`src/pkg/fpes_map.vh`:
```
// Bit map, reset values and widths of the program/erase status word
// Behaviour
// - Latch status on enable fall, hold until high
// - Busy bank reads return the status word
// - Device sets and clears the state flags
// - Error flags stick until clear or reset
// - Bits 7..1 device-wide, bit 0 addressed bank
// - Ready low while controller active, else high
// - After suspend, ready low until controller paused
// - Erase suspended set on pause, cleared on resume
// - Late suspend may finish, flag stays clear
// - Erase pulse limit failure sets erase fail
// - Commands fail while any error flag set
// - Program pulse limit failure sets program fail
// - One onto zero fails only at high supply
// - Supply pin sampled once at operation start
// - Supply below lockout sets flag, refuses operation
// - Program suspended set on pause, cleared on resume
// - Operation on locked block sets protection flag
// - Busy: bit 0 low same bank, high other
// - Factory mode: bit 0 low when word accepted
// - Factory mode exit: ready high, bit 0 low; exit write keeps ready low and bit 0 the bank compare until done
`ifndef FPES_MAP_VH
`define FPES_MAP_VH

`define FPES_SW_W          8
`define FPES_BIT_READY     7
`define FPES_BIT_ERS_SUSP  6
`define FPES_BIT_ERS_FAIL  5
`define FPES_BIT_PRG_FAIL  4
`define FPES_BIT_SUP_FAIL  3
`define FPES_BIT_PRG_SUSP  2
`define FPES_BIT_LOCK_FAIL 1
`define FPES_BIT_BANK      0
`define FPES_SW_RESET      8'h80
`define FPES_DATA_W        16
`define FPES_BANK_W        3
`define FPES_SYNC_STAGES   3

`endif

```
`src/design/fpes_status.v`:
```
// Program/erase status word: flags, suspend tracking and latched read-out
`include "fpes_map.vh"

module fpes_status #(
  parameter DATA_W = `FPES_DATA_W,
  parameter BANK_W = `FPES_BANK_W
) (
  input  wire              i_clk,
  input  wire              i_rst_n,
  input  wire              i_chip_en_n,
  input  wire              i_out_en_n,
  input  wire [BANK_W-1:0] i_read_bank,
  input  wire              i_vpp_above_lockout,
  input  wire              i_vpp_high_level,
  input  wire [DATA_W-1:0] i_array_data,
  input  wire              i_status_read_mode,
  input  wire              i_op_start,
  input  wire              i_op_is_erase,
  input  wire [BANK_W-1:0] i_op_bank,
  input  wire              i_block_locked,
  input  wire              i_op_done,
  input  wire              i_suspend_req,
  input  wire              i_ctrl_paused,
  input  wire              i_resume_req,
  input  wire              i_clear_status,
  input  wire              i_erase_pulse_fail,
  input  wire              i_program_pulse_fail,
  input  wire              i_program_one_on_zero,
  input  wire              i_factory_enter,
  input  wire              i_factory_exit,
  input  wire              i_factory_word_busy,
  output reg  [DATA_W-1:0] o_data,
  output reg               o_data_oe,
  output reg               o_op_go,
  output reg               o_op_refused,
  output reg               o_controller_ready,
  output reg               o_factory_program_mode
);
  localparam [3:0] ST_IDLE       = 4'h1;
  localparam [3:0] ST_BUSY       = 4'h2;
  localparam [3:0] ST_SUSPENDING = 4'h4;
  localparam [3:0] ST_SUSPENDED  = 4'h8;

  // Pins from outside the clock domain
  wire              ce_n_s;
  wire              oe_n_s;
  wire              vpp_ok_s;
  wire              vpp_high_s;
  wire [BANK_W-1:0] read_bank_s;

  // Enables reset to their idle high level, so no false fall follows reset
  fpes_pin_sync #(
    .W         (4),
    .RESET_VAL (4'hC)
  ) u_ctl_sync (
    .i_clk   (i_clk),
    .i_rst_n (i_rst_n),
    .i_pin   ({i_chip_en_n, i_out_en_n, i_vpp_above_lockout, i_vpp_high_level}),
    .o_level ({ce_n_s, oe_n_s, vpp_ok_s, vpp_high_s})
  );

  fpes_pin_sync #(
    .W         (BANK_W),
    .RESET_VAL ({BANK_W{1'b0}})
  ) u_bank_sync (
    .i_clk   (i_clk),
    .i_rst_n (i_rst_n),
    .i_pin   (i_read_bank),
    .o_level (read_bank_s)
  );

  reg [3:0]        state;
  reg [3:0]        next_state;
  reg [BANK_W-1:0] op_bank;
  reg              op_erase;
  reg              vpp_high_sampled;
  reg              erase_suspended_flag;
  reg              program_suspended_flag;
  reg              erase_fail_flag;
  reg              program_fail_flag;
  reg              supply_fail_flag;
  reg              locked_block_fail_flag;
  reg              factory_program_mode;
  reg              ce_n_d;
  reg              oe_n_d;
  reg [`FPES_SW_W-1:0] held_word;
  reg              show_status;

  wire any_error = erase_fail_flag | program_fail_flag | supply_fail_flag | locked_block_fail_flag;
  wire controller_ready_flag = state[0] | state[3];
  wire pe_active = state[1] | state[2];

  // Start is taken only when idle; the checks below decide go or refuse
  wire start_ok   = state[0] & i_op_start;
  wire refuse_sup = start_ok & ~vpp_ok_s;
  wire refuse_lck = start_ok & vpp_ok_s & i_block_locked;
  wire refuse_err = start_ok & any_error;
  wire go         = start_ok & vpp_ok_s & ~i_block_locked & ~any_error;

  // Bit zero depends on the address presented now, so it is worked out per read
  reg bank_write_or_word_ready_flag;
  always @*
  begin
    if (factory_program_mode & pe_active)
      bank_write_or_word_ready_flag = i_factory_word_busy;
    else if (pe_active)
      bank_write_or_word_ready_flag = (read_bank_s != op_bank);
    else
      bank_write_or_word_ready_flag = 1'b0;
  end

  wire [`FPES_SW_W-1:0] live_word = {controller_ready_flag,
                                     erase_suspended_flag,
                                     erase_fail_flag,
                                     program_fail_flag,
                                     supply_fail_flag,
                                     program_suspended_flag,
                                     locked_block_fail_flag,
                                     bank_write_or_word_ready_flag};

  always @*
  begin
    next_state = state;
    case (state)
      ST_IDLE:
      begin
        if (go)
          next_state = ST_BUSY;
      end
      ST_BUSY:
      begin
        if (i_op_done)
          next_state = ST_IDLE;
        else if (i_suspend_req)
          next_state = ST_SUSPENDING;
      end
      ST_SUSPENDING:
      begin
        if (i_op_done)
          next_state = ST_IDLE;
        else if (i_ctrl_paused)
          next_state = ST_SUSPENDED;
      end
      ST_SUSPENDED:
      begin
        if (i_resume_req)
          next_state = ST_BUSY;
      end
      default:
        next_state = ST_IDLE;
    endcase
  end

  always @(posedge i_clk or negedge i_rst_n)
  begin
    if (!i_rst_n)
    begin
      state            <= ST_IDLE;
      op_bank          <= {BANK_W{1'b0}};
      op_erase         <= 1'b0;
      vpp_high_sampled <= 1'b0;
    end
    else
    begin
      state <= next_state;
      if (go)
      begin
        op_bank          <= i_op_bank;
        op_erase         <= i_op_is_erase;
        vpp_high_sampled <= vpp_high_s;
      end
    end
  end

  // Suspend flags follow the controller; a late finish never raises them
  always @(posedge i_clk or negedge i_rst_n)
  begin
    if (!i_rst_n)
    begin
      erase_suspended_flag   <= 1'b0;
      program_suspended_flag <= 1'b0;
    end
    else
    begin
      if (state[2] & ~i_op_done & i_ctrl_paused)
      begin
        erase_suspended_flag   <= op_erase;
        program_suspended_flag <= ~op_erase;
      end
      else if (state[3] & i_resume_req)
      begin
        erase_suspended_flag   <= 1'b0;
        program_suspended_flag <= 1'b0;
      end
    end
  end

  // Error flags: a set in the same cycle as a clear wins, so no failure is lost
  wire set_erase_fail = pe_active & i_erase_pulse_fail;
  wire set_prog_fail  = pe_active & (i_program_pulse_fail |
                        (i_program_one_on_zero & vpp_high_sampled));

  always @(posedge i_clk or negedge i_rst_n)
  begin
    if (!i_rst_n)
    begin
      erase_fail_flag        <= 1'b0;
      program_fail_flag      <= 1'b0;
      supply_fail_flag       <= 1'b0;
      locked_block_fail_flag <= 1'b0;
    end
    else
    begin
      erase_fail_flag        <= set_erase_fail | (erase_fail_flag & ~i_clear_status);
      program_fail_flag      <= set_prog_fail | (program_fail_flag & ~i_clear_status);
      supply_fail_flag       <= refuse_sup | (supply_fail_flag & ~i_clear_status);
      locked_block_fail_flag <= refuse_lck | (locked_block_fail_flag & ~i_clear_status);
    end
  end

  // Factory mode ends on its exit write or when the controller goes idle
  always @(posedge i_clk or negedge i_rst_n)
  begin
    if (!i_rst_n)
      factory_program_mode <= 1'b0;
    else if (i_factory_exit | (pe_active & (next_state == ST_IDLE)))
      factory_program_mode <= 1'b0;
    else if (pe_active & i_factory_enter)
      factory_program_mode <= 1'b1;
  end

  // Read-out: the word is captured when either enable falls and then held
  wire ce_fall = ce_n_d & ~ce_n_s;
  wire oe_fall = oe_n_d & ~oe_n_s;
  wire capture = ce_fall | oe_fall;
  wire bank_busy_read = pe_active & (read_bank_s == op_bank);

  always @(posedge i_clk or negedge i_rst_n)
  begin
    if (!i_rst_n)
    begin
      ce_n_d      <= 1'b1;
      oe_n_d      <= 1'b1;
      held_word   <= `FPES_SW_RESET;
      show_status <= 1'b0;
    end
    else
    begin
      ce_n_d <= ce_n_s;
      oe_n_d <= oe_n_s;
      if (capture)
      begin
        held_word   <= live_word;
        show_status <= i_status_read_mode | bank_busy_read;
      end
    end
  end

  // Outputs are registered; array data passes live while status stays frozen
  always @(posedge i_clk or negedge i_rst_n)
  begin
    if (!i_rst_n)
    begin
      o_data                 <= {DATA_W{1'b0}};
      o_data_oe              <= 1'b0;
      o_op_go                <= 1'b0;
      o_op_refused           <= 1'b0;
      o_controller_ready     <= 1'b1;
      o_factory_program_mode <= 1'b0;
    end
    else
    begin
      o_data_oe <= ~ce_n_s & ~oe_n_s;
      if (show_status)
        o_data <= {{(DATA_W-`FPES_SW_W){1'b0}}, held_word};
      else
        o_data <= i_array_data;
      o_op_go                <= go;
      o_op_refused           <= refuse_sup | refuse_lck | refuse_err;
      o_controller_ready     <= controller_ready_flag;
      o_factory_program_mode <= factory_program_mode;
    end
  end
endmodule

```
`src/design/fpes_pin_sync.v`:
```
// Three-stage pin synchroniser that accepts a change once stages two and three agree
module fpes_pin_sync #(
  parameter W = 1,
  parameter [W-1:0] RESET_VAL = {W{1'b0}}
) (
  input  wire         i_clk,
  input  wire         i_rst_n,
  input  wire [W-1:0] i_pin,
  output wire [W-1:0] o_level
);
  reg [W-1:0] stage1;
  reg [W-1:0] stage2;
  reg [W-1:0] stage3;
  reg [W-1:0] level;

  always @(posedge i_clk or negedge i_rst_n)
  begin
    if (!i_rst_n)
    begin
      stage1 <= RESET_VAL;
      stage2 <= RESET_VAL;
      stage3 <= RESET_VAL;
    end
    else
    begin
      stage1 <= i_pin;
      stage2 <= stage1;
      stage3 <= stage2;
    end
  end

  genvar b;
  generate
    for (b = 0; b < W; b = b + 1)
    begin : g_bit
      // A bit only moves once the last two stages agree, filtering one-stage glitches
      always @(posedge i_clk or negedge i_rst_n)
      begin
        if (!i_rst_n)
          level[b] <= RESET_VAL[b];
        else if (stage2[b] == stage3[b])
          level[b] <= stage3[b];
      end
    end
  endgenerate

  assign o_level = level;
endmodule

```
`config.mk`:
```
export PLATFORM = sky130hd
export DESIGN_NAME = fpes_status
export DESIGN_NICKNAME = d
export VERILOG_FILES = /design/src/design/fpes_status.v /design/src/design/fpes_pin_sync.v
export VERILOG_INCLUDE_DIRS = /design/src /design/src/pkg
export SDC_FILE = /design/constraint.sdc
export NUM_CORES = 1
export LEC_CHECK = 0
export ABC_AREA = 1
export CORE_ASPECT_RATIO = 0.5
export CORE_MARGIN = 1.5
export CORE_UTILIZATION = 55
export DETAILED_ROUTE_END_ITERATION = 12
export DONT_BUFFER_PORTS = 1
export PLACE_DENSITY = 0.81
export RECOVER_POWER = 50
export SLEW_MARGIN = 20
export SYNTH_ARGS = -nofsm -noshare
export SYNTH_HDL_FRONTEND = slang
export SYNTH_SLANG_ARGS = --single-unit
```
`constraint.sdc`:
```
create_clock -name i_clk -period 1.2 [get_ports i_clk]
set_input_delay 0.24 -clock i_clk [delete_from_list [all_inputs] [get_ports i_clk]]
set_output_delay 0.24 -clock i_clk [all_outputs]
set_load 0.03 [all_outputs]
```
==> impl_metrics.ini <==
[yosys]
ys_seq_area_share_pct = 70.5
synth_cell_types = 27
postSynthAreaPerCell_um2 = 11.4
ys_ff_latch = 76
ys_warn_count = 0
synthCells = 239
syn_area_um2 = 2720
syn_nets = 282

[die]
num_io_pins = 64
dieArea_um2 = 5410
start_util_pct = 59.5
core_area_um2 = 4570
die_width_um = 103
die_h_um = 52.8
row_count = 17

[clocking]
clock-sinks = 76
clk_latency_ns = 0.34
cts_inserted_buffers = 9
clk_pin_slew_worst_paths_ns = 0.07
htree_num_levels = 3
cts_tree = yes
root_buffer = clkbuf_8
clk_path_buf_depth = 2

[sta]
max_slew_margin_pct = 77.6
drv_slew = 0
fin_crit_sh_pct = 107
tightest_slew_ns = 0.335
worst_slack_ns = -0.0787
setup_viol = 9
fin_crit_ns = 1.28
rsz0062_at_grt = yes
finalHoldViolCount = 76
hold_slack_ns = -0.413
max_freq_ghz = 0.782
skew_ns = 0.00662

[route]
vias_per_cell = 5.02
drt.antenna.violating_nets = 0
drt_wl_total_um = 4830
wire_per_inst_um = 13.9
dr.pass1.iters = 4
vias = 1752
drt_iter0_drc = 84
drcViolationCount = 0

[global_route]
grt_pass1_wl_um = 7780
antenna_found_initial = 0
gr-usage-all-layers_pct = 20.4
grt_max_degree = 77
overflow = 0
grt_pass1_vias = 1723

[flow_run]
maxCapViolCount = 0

[min_path]
min_path_type = input pin to asynchronous set/reset pin

[final_layout]
area_growth_pct = 21.3
fin_area_um2 = 3300
nNetsFinal = 321
drive_gt1_share_pct = 21.6
n_antenna_cell = 0

[status]
violations = hold timing, setup timing
status = complete, but fails checks

[worst_setup_path]
cp_max_fo = 6
start_kind = flop
endpoint_kind = flop
path_class = flop to flop
cp.required_ns = 1.48
crit_arrival_ns = 1.55

[power]
power_mw = 6.06
ir_worst_vdd_mv = 0.984
powerDensity_nw_per_um2 = 1830
p_leak_nw = 1.53

[placed_design]
gp_congestion = 0.788
portBuffers = 0
hpwlAfterDp_um = 3240
place_area_um2 = 2850
## path summary, 6_finish.rpt
kind | slack, ns | start | to | depth (start not counted)
max | -0.08 | state[0]$_DFF_PN1_ | factory_program_mode$_DFFE_PN0P_ | 6
min | -0.41 | i_rst_n | u_ctl_sync.stage1[1]$_DFF_PN0_ | 0
max reg2reg | -0.08 | state[0]$_DFF_PN1_ | factory_program_mode$_DFFE_PN0P_ | 6
min reg2reg | 0.35 | u_ctl_sync.stage1[1]$_DFF_PN0_ | u_ctl_sync.stage2[1]$_DFF_PN0_ | 0
max in group asynchronous | 1.41 | i_rst_n | o_controller_ready$_DFF_PN1_ | 0
min in group i_clk | 0.01 | i_op_bank[0] | op_bank[0]$_DFFE_PN0P_ | 2
## critical path, cell delays in order (launching register included)
cell and delay [ns]:
dfstp_2 0.59, nand2_2 0.08, inv_2 0.08, nand4_4 0.15, nand2_2 0.10, nand3_2 0.10
a21oi_2 0.12
## Yosys cell counts
master | instances | area (um^2)
dfrtp_1 | 63 | 1580
nand2_1 | 37 | 139
inv_1 | 30 | 113
nor2_1 | 25 | 93.8
dfstp_2 | 13 | 342
nand3_1 | 10 | 50.1
a21oi_1 | 9 | 45.0
o21ai_0 | 9 | 45.0
maj3_1 | 7 | 70.1
nor2_2 | 5 | 31.3
inv_2 | 4 | 15.0
o21ai_1 | 4 | 20.0
o22ai_1 | 4 | 25.0
xnor2_1 | 3 | 26.3
buf_2 | 2 | 10.0
clkbuf_1 | 2 | 7.51
nand2_2 | 2 | 12.5
a21oi_2 | 1 | 8.76
a31oi_1 | 1 | 6.26
mux2_2 | 1 | 11.3
nand3_2 | 1 | 10.0
nand4_4 | 1 | 21.3
nor3_1 | 1 | 5.00
o211ai_1 | 1 | 7.51
o21ai_2 | 1 | 8.76
o41ai_2 | 1 | 16.3
or2_1 | 1 | 6.26
## layer usage
metal  vias to the layer above  track usage [%]  wire length, um
met5                         -                0                0
met4                         0             9.82              104
met3                        14             11.1              429
met2                        72             31.3             2210
met1                       833             23.7             2090
li1                        833                -                -
## metrics by stage
step	hold WS (ns)	util, %	setup TNS [ns]	worst slack [ns]	cells
final	-0.413	72.2	-0.260	-0.0787	349
after global placement	-0.0542	62.2	0	0.0186	307
after CTS	-0.434	70.8	-0.187	-0.0620	345
after floorplan	-0.0556	-	0	0.0542	239
after global routing	-0.446	72.2	-1.04	-0.145	349
after detailed placement	-0.0543	62.2	-0.159	-0.0404	307
## logic make-up after synthesis
group | Yosys count | share of synthesized area [%]
mux | 1 | 0.414
fa+ha+maj | 7 | 2.57
compound gates | 31 | 6.71
flops | 76 | 70.5
buf+inv | 38 | 5.33
simple gates | 83 | 13.6
xor+xnor | 3 | 0.965
## power breakdown
| part | switching (mW) | leakage, nW | total, mW | internal, mW |
|---|---|---|---|---|
| Combinational | 0.467 | 0.521 | 0.876 | 0.409 |
| Sequential | 0.516 | 0.925 | 3.52 | 3.00 |
| Clock | 0.853 | 0.0876 | 1.67 | 0.813 |
| Total | 1.84 | 1.53 | 6.06 | 4.23 |
## flip-flops by register name, summed over array words and instances, names as in the netlist, 3 cells and up
register	flops
state	4
u_ctl_sync.o_level	4
u_bank_sync.stage1	3
u_bank_sync.stage3	3
u_ctl_sync.stage2	4
u_ctl_sync.stage3	4
o_data	16
held_word	8
op_bank	3
u_bank_sync.o_level	3
u_ctl_sync.stage1	4
u_bank_sync.stage2	3
## repair_timing
item,CTS,global route
endpoints found under the hold margin,98,77
setup endpoints to repair,8,18
resized for setup,3,7
hold buffers,20,1
buffers inserted,2,2
pin swaps,0,3
cloned,0,1
## area by class of cell
cell class / instances / area, um^2
timing repair buffer: 32 / 323
clock inverter: 3 / 22.5
clock buffer: 13 / 149
tap: 66 / 82.6
multi-input combinational: 125 / 678
sequential: 76 / 1920
fill: 297 / 1270
inverter: 34 / 130
## placed cells by master, fill, tap and decap left out, types with 5 or more instances in the layout
master / synthesis / layout
nand2_2: 2 / 5
clkbuf_8: 0 / 10
nand3_1: 10 / 10
nor2_1: 25 / 25
dfstp_2: 13 / 13
o21ai_0: 9 / 8
a21oi_1: 9 / 9
dfrtp_1: 63 / 63
dlygate4sd3_1: 0 / 21
buf_4: 0 / 9
maj3_1: 7 / 7
inv_2: 4 / 5
inv_1: 30 / 28
nand2_1: 37 / 33
nor2_2: 5 / 5
Power figures use the tool's default switching activity.
